**src/hdl/ppl_cfg.svh**
```systemverilog
// register offsets, reset values and timing counts for the parallel port latches
`ifndef PPL_CFG_SVH
`define PPL_CFG_SVH
`define PPL_OFF_LOW_LAT 8'h00
`define PPL_OFF_MIX_LAT 8'h04
`define PPL_OFF_HI_LAT 8'h08
`define PPL_OFF_LOW_PIN 8'h0c
`define PPL_OFF_MIX_PIN 8'h10
`define PPL_OFF_HI_PIN 8'h14
`define PPL_OFF_CTRL 8'h18
`define PPL_CTRL_ROUTE_BIT 0
`define PPL_LAT_RESET 8'hff
`define PPL_CLK_PERIOD_NS 40
`define PPL_OSC_PERIOD_NS 40
`define PPL_STRONG_PERIODS 2
`define PPL_STRONG_CYC ((`PPL_STRONG_PERIODS*`PPL_OSC_PERIOD_NS+`PPL_CLK_PERIOD_NS-1)/`PPL_CLK_PERIOD_NS)
`endif

```
**src/hdl/ppl_pkg.sv**
```systemverilog
// types shared by the parallel port latch block
package ppl_pkg;
  typedef struct packed {
    logic psel;
    logic penable;
    logic pwrite;
    logic [7:0] paddr;
    logic [31:0] pwdata;
  } ppl_apb_req_t;
  typedef struct packed {
    logic [31:0] prdata;
    logic pready;
    logic pslverr;
  } ppl_apb_rsp_t;
  // external memory controller side, same clock
  typedef struct packed {
    logic active;
    logic [7:0] ad_out;
    logic ad_oe;
    logic hi_en;
    logic [7:0] addr_hi;
  } ppl_xmem_t;
  typedef struct packed {
    logic [7:0] lo_out;
    logic [7:0] lo_oe;
    logic [7:0] mx_out;
    logic [7:0] mx_oe;
    logic [7:0] hi_out;
    logic [7:0] hi_oe;
  } ppl_pin_drv_t;
  // index 1:0 are mixed bits 1:0, index 9:2 are high port bits 7:0
  typedef struct packed {
    logic [9:0] strong_pullup;
    logic [9:0] keeper_pullup;
    logic [9:0] very_weak_pullup;
  } ppl_pullup_t;
  typedef struct packed {
    logic [7:0] low_port_latch;
    logic [7:0] mixed_port_latch;
    logic [7:0] high_port_latch;
    logic pwm_route;
    logic [9:0] pu_prev;
    logic [9:0][1:0] str_cnt;
    logic [23:0] sync1;
    logic [23:0] sync2;
    ppl_apb_rsp_t rsp;
    ppl_pin_drv_t drv;
    ppl_pullup_t pu;
    logic timer_two_count_input;
    logic timer_two_trigger_input;
    logic [5:0] analog_sel;
  } ppl_state_t;
endpackage

```
**src/hdl/ppl_port_latches.sv**
```systemverilog
// three parallel ports: latches, pin reads, drivers and active pull-up control
//
// Behaviour
// - each pin has a latch bit loaded from the bus on a write strobe
// - read-latch returns stored latch; read-pin returns the sensed pin level
// - low port is 8-bit open-drain, also muxed address/data for external memory
// - any external memory access forces all low port latches to one
// - during external access low port drives address/data push-pull
// - low port general mode: latch one floats, latch zero drives low
// - mixed bits 0,1 pulled up when latch one, driven low when zero
// - timer-two inputs on mixed bits 0,1 work only while latch is one
// - routed pwm outputs override mixed bit 0,1 latch contents
// - bit0 carries timer count input or pwm a; bit1 trigger or pwm b
// - latch zero-to-one enables strong pull-up two oscillator periods, then keeper
// - pin pulled low externally turns keeper off; very weak pull-up remains
// - mixed bits 2-7 are inputs only; latch one selects analog, zero digital
// - mixed bits 2-7 never drive their pins
// - high port outputs upper address bytes during external accesses
// - external addressing drives high port push-pull; its latch stays unchanged
// - high port general mode: latch one pulled up, latch zero drives low
// - a pin given to an enabled peripheral is not general purpose io
// - read-modify-write reads of a port return the latch, not the pin
//
// Design decisions made here: the register addresses and the APB slave port.
`timescale 1ns/1ns
`default_nettype none
`include "ppl_cfg.svh"
module ppl_port_latches #(
  parameter int STRONG_CYC = `PPL_STRONG_CYC
) (
  input wire logic pclk,
  input wire logic presetn,
  input wire ppl_pkg::ppl_apb_req_t apb_req,
  output ppl_pkg::ppl_apb_rsp_t apb_rsp,
  input wire ppl_pkg::ppl_xmem_t xmem,
  input wire logic pwm_out_a,
  input wire logic pwm_out_b,
  input wire logic [7:0] lo_pin_i,
  input wire logic [7:0] mx_pin_i,
  input wire logic [7:0] hi_pin_i,
  output ppl_pkg::ppl_pin_drv_t pin_drv,
  output ppl_pkg::ppl_pullup_t pullups,
  output logic timer_two_count_input,
  output logic timer_two_trigger_input,
  output logic [5:0] analog_sel
);
  import ppl_pkg::*;

  ppl_state_t st_q;
  ppl_state_t st_d;
  logic acc;
  logic wr;
  logic [9:0] gp_hi;
  logic [9:0] pu_pin;

  function automatic logic [31:0] zx8(input logic [7:0] v);
    zx8 = {24'h000000, v};
  endfunction

  function automatic logic addr_hit(input logic [7:0] a);
    addr_hit = (a == `PPL_OFF_LOW_LAT) || (a == `PPL_OFF_MIX_LAT) || (a == `PPL_OFF_HI_LAT) ||
               (a == `PPL_OFF_LOW_PIN) || (a == `PPL_OFF_MIX_PIN) || (a == `PPL_OFF_HI_PIN) ||
               (a == `PPL_OFF_CTRL);
  endfunction

  assign acc = apb_req.psel & apb_req.penable;
  assign wr = acc & st_q.rsp.pready & apb_req.pwrite;
  // pins held high by the active pull-up; zero once a peripheral or address owns them
  assign gp_hi = {xmem.hi_en ? 8'h00 : st_q.high_port_latch,
                  st_q.pwm_route ? 2'b00 : st_q.mixed_port_latch[1:0]};
  // second sync stage only; the first stage feeds nothing but this stage
  assign pu_pin = {st_q.sync2[23:16], st_q.sync2[9:8]};

  always_comb begin
    st_d = st_q;
    st_d.sync1 = {hi_pin_i, mx_pin_i, lo_pin_i};
    st_d.sync2 = st_q.sync1;

    // apb: one wait state, answer registered
    st_d.rsp.pready = acc & ~st_q.rsp.pready;
    st_d.rsp.pslverr = 1'b0;
    if (acc & ~st_q.rsp.pready) begin
      st_d.rsp.pslverr = ~addr_hit(apb_req.paddr);
      case (apb_req.paddr)
        `PPL_OFF_LOW_LAT: st_d.rsp.prdata = zx8(st_q.low_port_latch);
        `PPL_OFF_MIX_LAT: st_d.rsp.prdata = zx8(st_q.mixed_port_latch);
        `PPL_OFF_HI_LAT: st_d.rsp.prdata = zx8(st_q.high_port_latch);
        `PPL_OFF_LOW_PIN: st_d.rsp.prdata = zx8(st_q.sync2[7:0]);
        `PPL_OFF_MIX_PIN: st_d.rsp.prdata = zx8(st_q.sync2[15:8]);
        `PPL_OFF_HI_PIN: st_d.rsp.prdata = zx8(st_q.sync2[23:16]);
        `PPL_OFF_CTRL: st_d.rsp.prdata = {30'h0, xmem.active, st_q.pwm_route};
        default: st_d.rsp.prdata = 32'h00000000;
      endcase
    end

    if (wr) begin
      case (apb_req.paddr)
        `PPL_OFF_LOW_LAT: st_d.low_port_latch = apb_req.pwdata[7:0];
        `PPL_OFF_MIX_LAT: st_d.mixed_port_latch = apb_req.pwdata[7:0];
        `PPL_OFF_HI_LAT: st_d.high_port_latch = apb_req.pwdata[7:0];
        `PPL_OFF_CTRL: st_d.pwm_route = apb_req.pwdata[`PPL_CTRL_ROUTE_BIT];
        default: st_d.pwm_route = st_q.pwm_route;
      endcase
    end
    // the memory access wins over a software write in the same cycle
    if (xmem.active) begin
      st_d.low_port_latch = `PPL_LAT_RESET;
    end

    // low port
    if (xmem.active) begin
      st_d.drv.lo_out = xmem.ad_out;
      st_d.drv.lo_oe = xmem.ad_oe ? 8'hff : 8'h00;
    end else begin
      st_d.drv.lo_out = 8'h00;
      st_d.drv.lo_oe = ~st_q.low_port_latch;
    end

    // mixed port: only bits 1:0 have drivers
    if (st_q.pwm_route) begin
      st_d.drv.mx_out = {6'h00, pwm_out_b, pwm_out_a};
      st_d.drv.mx_oe = 8'h03;
    end else begin
      st_d.drv.mx_out = 8'h00;
      st_d.drv.mx_oe = {6'h00, ~st_q.mixed_port_latch[1:0]};
    end
    st_d.analog_sel = st_q.mixed_port_latch[7:2];

    // timer inputs read the pin only while the latch releases it
    st_d.timer_two_count_input = st_q.mixed_port_latch[0] & ~st_q.pwm_route & st_q.sync2[8];
    st_d.timer_two_trigger_input = st_q.mixed_port_latch[1] & ~st_q.pwm_route & st_q.sync2[9];

    // high port
    if (xmem.hi_en) begin
      st_d.drv.hi_out = xmem.addr_hi;
      st_d.drv.hi_oe = 8'hff;
    end else begin
      st_d.drv.hi_out = 8'h00;
      st_d.drv.hi_oe = ~st_q.high_port_latch;
    end

    // active pull-ups on mixed bits 1:0 and the high port
    for (int i = 0; i < 10; i++) begin
      if (gp_hi[i] & ~st_q.pu_prev[i]) begin
        st_d.str_cnt[i] = 2'(STRONG_CYC);
      end else if (st_q.str_cnt[i] != 2'd0) begin
        st_d.str_cnt[i] = st_q.str_cnt[i] - 2'd1;
      end
      st_d.pu.strong_pullup[i] = st_d.str_cnt[i] != 2'd0;
      if (!gp_hi[i] || !pu_pin[i]) begin
        st_d.pu.keeper_pullup[i] = 1'b0;
      end else if (st_d.str_cnt[i] == 2'd0) begin
        st_d.pu.keeper_pullup[i] = 1'b1;
      end
      // very weak device keeps sourcing even while the keeper is off
      st_d.pu.very_weak_pullup[i] = gp_hi[i];
    end
    st_d.pu_prev = gp_hi;
  end

  always_ff @(posedge pclk or negedge presetn) begin
    if (!presetn) begin
      st_q <= '0;
      st_q.low_port_latch <= `PPL_LAT_RESET;
      st_q.mixed_port_latch <= `PPL_LAT_RESET;
      st_q.high_port_latch <= `PPL_LAT_RESET;
      st_q.pu_prev <= 10'h3ff;
      st_q.pu.very_weak_pullup <= 10'h3ff;
      st_q.analog_sel <= 6'h3f;
    end else begin
      st_q <= st_d;
    end
  end

  assign apb_rsp = st_q.rsp;
  assign pin_drv = st_q.drv;
  assign pullups = st_q.pu;
  assign timer_two_count_input = st_q.timer_two_count_input;
  assign timer_two_trigger_input = st_q.timer_two_trigger_input;
  assign analog_sel = st_q.analog_sel;

  AST_LATCH_WRITE: assert property (@(posedge pclk) disable iff (!presetn)
    wr && apb_req.paddr == `PPL_OFF_HI_LAT |=> st_q.high_port_latch == $past(apb_req.pwdata[7:0]))
    else $error("high latch did not take written data");
  AST_READ_PIN: assert property (@(posedge pclk) disable iff (!presetn)
    acc && !st_q.rsp.pready && apb_req.paddr == `PPL_OFF_LOW_PIN
    |=> apb_rsp.pready && apb_rsp.prdata == zx8($past(st_q.sync2[7:0])))
    else $error("pin read returned wrong value");
  AST_READ_LATCH: assert property (@(posedge pclk) disable iff (!presetn)
    acc && !st_q.rsp.pready && apb_req.paddr == `PPL_OFF_MIX_LAT
    |=> apb_rsp.prdata == zx8($past(st_q.mixed_port_latch)))
    else $error("latch read returned wrong value");
  AST_EXT_FORCE: assert property (@(posedge pclk) disable iff (!presetn)
    xmem.active |=> st_q.low_port_latch == 8'hff)
    else $error("low latches not forced to one");
  AST_LOW_PUSHPULL: assert property (@(posedge pclk) disable iff (!presetn)
    xmem.active && xmem.ad_oe |=> pin_drv.lo_out == $past(xmem.ad_out) && pin_drv.lo_oe == 8'hff)
    else $error("low port not driving address data");
  AST_LOW_OPEN_DRAIN: assert property (@(posedge pclk) disable iff (!presetn)
    !xmem.active |=> pin_drv.lo_oe == ~$past(st_q.low_port_latch) && pin_drv.lo_out == 8'h00)
    else $error("low port open-drain drive wrong");
  AST_NO_DRIVE: assert property (@(posedge pclk) disable iff (!presetn)
    pin_drv.mx_oe[7:2] == 6'h00)
    else $error("input-only pin driven");
  AST_T2_GATE: assert property (@(posedge pclk) disable iff (!presetn)
    !st_q.mixed_port_latch[0] |=> !timer_two_count_input)
    else $error("timer input active with latch zero");
  AST_PWM_WINS: assert property (@(posedge pclk) disable iff (!presetn)
    st_q.pwm_route |=> pin_drv.mx_out[1:0] == $past({pwm_out_b, pwm_out_a}) && pin_drv.mx_oe[1:0] == 2'b11)
    else $error("pwm did not override latch");
  AST_STRONG_PULSE: assert property (@(posedge pclk) disable iff (!presetn)
    gp_hi[2] && !st_q.pu_prev[2] |=> pullups.strong_pullup[2] [*2] ##1 !pullups.strong_pullup[2])
    else $error("strong pull-up pulse length wrong");
  AST_KEEPER_OFF: assert property (@(posedge pclk) disable iff (!presetn)
    !pu_pin[0] |=> !pullups.keeper_pullup[0])
    else $error("keeper stayed on with pin low");
  AST_HI_ADDR: assert property (@(posedge pclk) disable iff (!presetn)
    xmem.hi_en && !wr |=> pin_drv.hi_out == $past(xmem.addr_hi) && pin_drv.hi_oe == 8'hff &&
    st_q.high_port_latch == $past(st_q.high_port_latch))
    else $error("high port address drive wrong");

  // bus handshake: one wait state, answer stands a single cycle
  AST_PREADY_WAIT: assert property (@(posedge pclk) disable iff (!presetn)
    acc && !apb_rsp.pready
    |=> apb_rsp.pready)
    else $error("pready missing after access");

  AST_PREADY_PULSE: assert property (@(posedge pclk) disable iff (!presetn)
    apb_rsp.pready
    |=> !apb_rsp.pready)
    else $error("pready held longer than one cycle");

  AST_NO_READY_IDLE: assert property (@(posedge pclk) disable iff (!presetn)
    !acc
    |=> !apb_rsp.pready)
    else $error("pready without access");

  AST_SLVERR_UNMAPPED: assert property (@(posedge pclk) disable iff (!presetn)
    acc && !apb_rsp.pready && !addr_hit(apb_req.paddr)
    |=> apb_rsp.pslverr && apb_rsp.prdata == 32'h00000000)
    else $error("unmapped access not refused");

  AST_SLVERR_MAPPED: assert property (@(posedge pclk) disable iff (!presetn)
    acc && !apb_rsp.pready && addr_hit(apb_req.paddr)
    |=> !apb_rsp.pslverr)
    else $error("mapped access refused");

  // read paths: latch addresses give the latch, pin addresses the synced pin
  AST_READ_LOW_LATCH: assert property (@(posedge pclk) disable iff (!presetn)
    acc && !st_q.rsp.pready && apb_req.paddr == `PPL_OFF_LOW_LAT
    |=> apb_rsp.prdata == zx8($past(st_q.low_port_latch)))
    else $error("low latch read wrong");

  AST_READ_HI_LATCH: assert property (@(posedge pclk) disable iff (!presetn)
    acc && !st_q.rsp.pready && apb_req.paddr == `PPL_OFF_HI_LAT
    |=> apb_rsp.prdata == zx8($past(st_q.high_port_latch)))
    else $error("high latch read wrong");

  AST_READ_MIX_PIN: assert property (@(posedge pclk) disable iff (!presetn)
    acc && !st_q.rsp.pready && apb_req.paddr == `PPL_OFF_MIX_PIN
    |=> apb_rsp.prdata == zx8($past(st_q.sync2[15:8])))
    else $error("mixed pin read wrong");

  AST_READ_HI_PIN: assert property (@(posedge pclk) disable iff (!presetn)
    acc && !st_q.rsp.pready && apb_req.paddr == `PPL_OFF_HI_PIN
    |=> apb_rsp.prdata == zx8($past(st_q.sync2[23:16])))
    else $error("high pin read wrong");

  // latch writes and holds
  AST_LOW_WRITE: assert property (@(posedge pclk) disable iff (!presetn)
    wr && apb_req.paddr == `PPL_OFF_LOW_LAT && !xmem.active
    |=> st_q.low_port_latch == $past(apb_req.pwdata[7:0]))
    else $error("low latch did not take written data");

  AST_MIX_WRITE: assert property (@(posedge pclk) disable iff (!presetn)
    wr && apb_req.paddr == `PPL_OFF_MIX_LAT
    |=> st_q.mixed_port_latch == $past(apb_req.pwdata[7:0]))
    else $error("mixed latch did not take written data");

  AST_LATCH_HOLD: assert property (@(posedge pclk) disable iff (!presetn)
    !wr && !xmem.active
    |=> st_q.low_port_latch == $past(st_q.low_port_latch) && st_q.mixed_port_latch == $past(st_q.mixed_port_latch) &&
    st_q.high_port_latch == $past(st_q.high_port_latch))
    else $error("latch changed without a write");

  AST_CTRL_WRITE: assert property (@(posedge pclk) disable iff (!presetn)
    wr && apb_req.paddr == `PPL_OFF_CTRL
    |=> st_q.pwm_route == $past(apb_req.pwdata[`PPL_CTRL_ROUTE_BIT]))
    else $error("pwm route bit not written");

  AST_RESET_LATCHES: assert property (@(posedge pclk)
    $rose(presetn)
    |-> st_q.low_port_latch == `PPL_LAT_RESET && st_q.mixed_port_latch == `PPL_LAT_RESET &&
    st_q.high_port_latch == `PPL_LAT_RESET)
    else $error("latches not one after reset");

  AST_RESET_PINS: assert property (@(posedge pclk)
    $rose(presetn)
    |-> pin_drv.lo_oe == 8'h00 && pin_drv.mx_oe == 8'h00 && pin_drv.hi_oe == 8'h00)
    else $error("pin driven after reset");

  // low port released during the data phase of an access
  AST_LOW_FLOAT_ACCESS: assert property (@(posedge pclk) disable iff (!presetn)
    xmem.active && !xmem.ad_oe
    |=> pin_drv.lo_oe == 8'h00)
    else $error("low port driven in data phase");

  // mixed port drivers and timer inputs
  AST_MX_OPEN: assert property (@(posedge pclk) disable iff (!presetn)
    !st_q.pwm_route
    |=> pin_drv.mx_oe[1:0] == ~$past(st_q.mixed_port_latch[1:0]) && pin_drv.mx_out == 8'h00)
    else $error("mixed port general drive wrong");

  AST_NO_DRIVE_OUT: assert property (@(posedge pclk) disable iff (!presetn)
    pin_drv.mx_out[7:2] == 6'h00)
    else $error("input-only pin has drive value");

  AST_ANALOG_SEL: assert property (@(posedge pclk) disable iff (!presetn)
    1'b1
    |=> analog_sel == $past(st_q.mixed_port_latch[7:2]))
    else $error("analog select does not follow latch");

  AST_TIMER_TWO_TRIGGER_INPUT_GATE: assert property (@(posedge pclk) disable iff (!presetn)
    !st_q.mixed_port_latch[1]
    |=> !timer_two_trigger_input)
    else $error("trigger input active with latch zero");

  AST_PWM_TIMER_OFF: assert property (@(posedge pclk) disable iff (!presetn)
    st_q.pwm_route
    |=> !timer_two_count_input && !timer_two_trigger_input)
    else $error("timer inputs active while pwm owns pins");

  AST_T2_FOLLOW: assert property (@(posedge pclk) disable iff (!presetn)
    st_q.mixed_port_latch[0] && !st_q.pwm_route
    |=> timer_two_count_input == $past(st_q.sync2[8]))
    else $error("count input does not follow pin");

  AST_TIMER_TWO_TRIGGER_INPUT_FOLLOW: assert property (@(posedge pclk) disable iff (!presetn)
    st_q.mixed_port_latch[1] && !st_q.pwm_route
    |=> timer_two_trigger_input == $past(st_q.sync2[9]))
    else $error("trigger input does not follow pin");

  // high port general mode
  AST_HI_GENERAL: assert property (@(posedge pclk) disable iff (!presetn)
    !xmem.hi_en
    |=> pin_drv.hi_oe == ~$past(st_q.high_port_latch) && pin_drv.hi_out == 8'h00)
    else $error("high port general drive wrong");

  // active pull-up sequencing
  AST_STRONG_ONLY_RISE: assert property (@(posedge pclk) disable iff (!presetn)
    st_q.str_cnt[0] == 2'd0 && !(gp_hi[0] && !st_q.pu_prev[0])
    |=> !pullups.strong_pullup[0])
    else $error("strong pull-up without a rising latch");

  AST_KEEPER_WAIT: assert property (@(posedge pclk) disable iff (!presetn)
    pullups.strong_pullup[0]
    |-> !pullups.keeper_pullup[0])
    else $error("keeper on during strong pulse");

  AST_KEEPER_ON: assert property (@(posedge pclk) disable iff (!presetn)
    gp_hi[0] && pu_pin[0] && st_q.pu_prev[0] && st_q.str_cnt[0] <= 2'd1
    |=> pullups.keeper_pullup[0])
    else $error("keeper not on after strong pulse");

  AST_WEAK_FOLLOWS: assert property (@(posedge pclk) disable iff (!presetn)
    1'b1
    |=> pullups.very_weak_pullup == $past(gp_hi))
    else $error("very weak pull-up wrong");

  AST_HI_KEEPER_OFF: assert property (@(posedge pclk) disable iff (!presetn)
    !pu_pin[2]
    |=> !pullups.keeper_pullup[2])
    else $error("high port keeper stayed on with pin low");

  AST_PULLUP_OFF_DRIVEN: assert property (@(posedge pclk) disable iff (!presetn)
    !gp_hi[2]
    |=> !pullups.keeper_pullup[2] && !pullups.very_weak_pullup[2])
    else $error("pull-up on while pin driven or owned");

  COV_EXT_ACCESS: cover property (@(posedge pclk) disable iff (!presetn) xmem.active ##1 !xmem.active);
  COV_PWM_ROUTE: cover property (@(posedge pclk) disable iff (!presetn) st_q.pwm_route && pwm_out_a);
  COV_KEEPER_DROP: cover property (@(posedge pclk) disable iff (!presetn)
    pullups.keeper_pullup[2] ##1 !pullups.keeper_pullup[2] && gp_hi[2]);
  COV_STRONG_PULSE: cover property (@(posedge pclk) disable iff (!presetn)
    pullups.strong_pullup[0] ##1 !pullups.strong_pullup[0]);
  COV_SLVERR: cover property (@(posedge pclk) disable iff (!presetn) apb_rsp.pready && apb_rsp.pslverr);
endmodule
`default_nettype wire

```
**config.mk**
```make
export PLATFORM = sky130hd
export DESIGN_NAME = ppl_port_latches
export DESIGN_NICKNAME = d
export VERILOG_FILES = /design/src/hdl/ppl_pkg.sv /design/src/hdl/ppl_port_latches.sv
export VERILOG_INCLUDE_DIRS = /design/src /design/src/hdl
export SDC_FILE = /design/constraint.sdc
export NUM_CORES = 1
export LEC_CHECK = 0
export ABC_AREA = 1
export BUFFER_PORTS_ARGS = -buffer_cell sky130_fd_sc_hd__buf_2
export CORE_MARGIN = 2
export CORE_UTILIZATION = 26
export CTS_BUF_LIST = sky130_fd_sc_hd__clkbuf_2 sky130_fd_sc_hd__clkbuf_4 sky130_fd_sc_hd__clkbuf_8
export CTS_CLUSTER_DIAMETER = 120
export DETAILED_ROUTE_END_ITERATION = 10
export PLACE_DENSITY = 0.54
export SLEW_MARGIN = 5
export SYNTH_ARGS = -nofsm -noshare
export SYNTH_HDL_FRONTEND = slang
export SYNTH_SLANG_ARGS = --single-unit
export TNS_END_PERCENT = 10
```
**constraint.sdc**
```tcl
create_clock -name pclk -period 2.25 [get_ports pclk]
set_input_delay 0.675 -clock pclk [delete_from_list [all_inputs] [get_ports pclk]]
set_output_delay 0.675 -clock pclk [all_outputs]
set_load 0.03 [all_outputs]
```
==> out/results.ini <==
[worst_setup_path]
crit_required_ns = 1.57
cp_slowest_stage_delay_ns = 0.55
path_class = reg2out
crit_slowest_cell = dfstp_2
reg2reg_depth = 6
rr_startpoint = st_q[207]
arrival_ns = 1.19
ff2ff_setup_slack_ns = 0.80
r2r-end = pullups[10]
path_cells = buf_2
end_kind = output port
critical_path.top_delay_family = flip-flops
cp_max_fo = 2
startpoint_type = flop
cp_num_buf_inv = 1

[place]
hpwlAfterDp_mm = 11.6
finalWeightedCongestion = 0.795
portBuffers = 149

[timing]
setup_viol = 0
period_share_pct = 83.0
hold_viol = 0
period_needed_ns = 1.87
skew_ns = 0.0145
max_freq_ghz = 0.535
final-max-slew-violation-count = 0
setup_tns_ns = 0
rsz0062_at_grt = no

[global_route]
grt.total_usage_pct = 10.8
grt_overflow = 0
grt_max_degree = 49
antenna_found_initial = 2
grt_pass1_wl_mm = 23.3
grt_pass1_vias = 4149

[flow_run]
drv_cap = 0

[detailed_routing]
dr.pass1.iters = 4
avgRoutedWirePerCell_um = 12.9
drcViolationCount = 0
wl_mm = 15.4
drtAntennaViolNets = 0
drtIter0Drc = 282
vias = 4371
vias_per_cell = 3.68

[synthesis]
synth_cell_type_count = 28
synth-seq-cells = 177
synth_common_cells = dfrtp_1, nand2_1, buf_4
syn-instance-count = 713
ys_async_sr_fraction_pct = 100
synth_top_area_cell = dfrtp_1
synth_top_cell_area_share_pct = 47.2
synth_seq_area_share_pct = 61.6
synth_area_leaders = dfrtp_1, dfstp_2, buf_4
synth_edf_count = 0
syn_avg_cell_area_um2 = 10.2
synth_area_mm2 = 0.00727
synth_most_common_cell = dfrtp_1
synth_ff_type = dfrtp_1
synth_warnings = 0

[hold_path]
hold_class = in2async

[clock_network]
cts_hold_buf = 0
clk_pin_slew_ns = 0.10
cts_buffer_depth = 2
tritoncts = yes
clock_latency_ns = 0.45
numCtsBuffers = 17
cts_resized = 0
htree_levels = 4
post-cts-setup-buffer-count = 0
root_buffer = clkbuf_8
cts.sinks = 177

[floorplanning]
row_count = 61
die_y_um = 171
ios = 210
die_x_um = 171
coreArea_mm2 = 0.0276
die_area_mm2 = 0.0293
initial_core_util_pct = 26.3

[pwr]
p_leak_nw = 4.52
ir_drop_mv = 0.278
p_per_area_mw_per_mm2 = 711

[cells_and_area]
n_antenna_cell = 0
area_growth_pct = 12.1
drive_above_1_share_pct = 32.3
nFillCells = 2946
num-nets-final = 888
finish.utilization_pct = 29.5

[status]
status = finished, final reports clean

## kinds of logic (layout without fill, tap and decap cells)
| family | count (synthesis) | in the layout | synth area share [%] |
|---|---|---|---|
| and+or+nand+nor | 248 | 248 | 15.5 |
| buffers and inverters | 239 | 302 | 19.0 |
| other | 1 | 36 | 0.0516 |
| AOI/OAI and AO/OA | 48 | 48 | 3.79 |
| DFF | 177 | 177 | 61.6 |
## state kept, by name, indices dropped and copies added (netlist names)
register and flops:
timer_two_trigger_input 1, pin_drv 36, st_d 30, analog_sel 6, pullups 30, timer_two_count_input 1
apb_rsp 10, pu_pin 10, st_q 53
## through the flow
step | hold WS [ns] | std cells | setup WS [ns] | total power [mW] | area, um^2
after floorplan | 0.331 | 748 | 0.701 | 3.64 | 7400
after global placement | 0.332 | 1157 | 0.236 | 3.76 | 7780
after detailed placement | 0.336 | 1157 | 0.217 | 3.76 | 7780
after CTS | 0.136 | 1189 | 0.322 | 5.91 | 8150
after global routing | 0.153 | 1189 | 0.302 | 6.08 | 8150
final | 0.163 | 1189 | 0.381 | 5.79 | 8150
## worst max-delay path by stage
| stage | cells after the start | slack (ns) | start | to |
|---|---|---|---|---|
| after CTS | 1 | 0.32 | pullups[3] | pullups[3] |
| after global routing | 1 | 0.30 | pullups[3] | pullups[3] |
| after global placement | 10 | 0.24 | apb_req[37] | st_q[219] |
| after floorplan | 7 | 0.70 | apb_req[38] | st_q[198] |
| final | 1 | 0.38 | pullups[2] | pullups[2] |
| after detailed placement | 6 | 0.22 | apb_req[37] | st_q[200] |
## routing by layer
layer / GRT usage [%] / share of wire (%) / wire length, um
met3: 3.38 / 6.7 / 1030
met1: 14.2 / 45 / 6920
met5: 0 / 0.14 / 21
met4: 4.05 / 1.9 / 288
met2: 16.7 / 46 / 7120
## final cells by class
class	count	area (um^2)	share of cell area, %
Clock buffer	20	256	3.15
Tap cell	378	473	5.81
Clock inverter	12	111	1.37
Multi-Input combinational cell	332	1540	18.9
Inverter	110	413	5.07
Timing Repair Buffer	160	875	10.7
Sequential cell	177	4480	55.0
## layout by cell type (no fill, tap or decap), drive strengths merged
cell type,Yosys,routed
buf,128,159
dfrtp,137,137
nand2,134,134
inv,110,112
nand3,56,56
dfstp,40,40
nor2,40,40
conb,1,36
o21ai,35,35
clkbuf,1,21
a21oi,11,11
or2,10,10
nor3,7,7
clkinvlp,0,6
clkinv,0,3
o21a,1,1
nand4,1,1
o31ai,1,1
bufinv,0,1
## power breakdown
part / internal [mW] / leakage, nW / switching (mW)
clock network: 0.915 / 0.172 / 1.19
logic: 0.0977 / 2.21 / 0.311
registers: 3.26 / 2.14 / 0.0246
(Power assumes the default switching activity.)
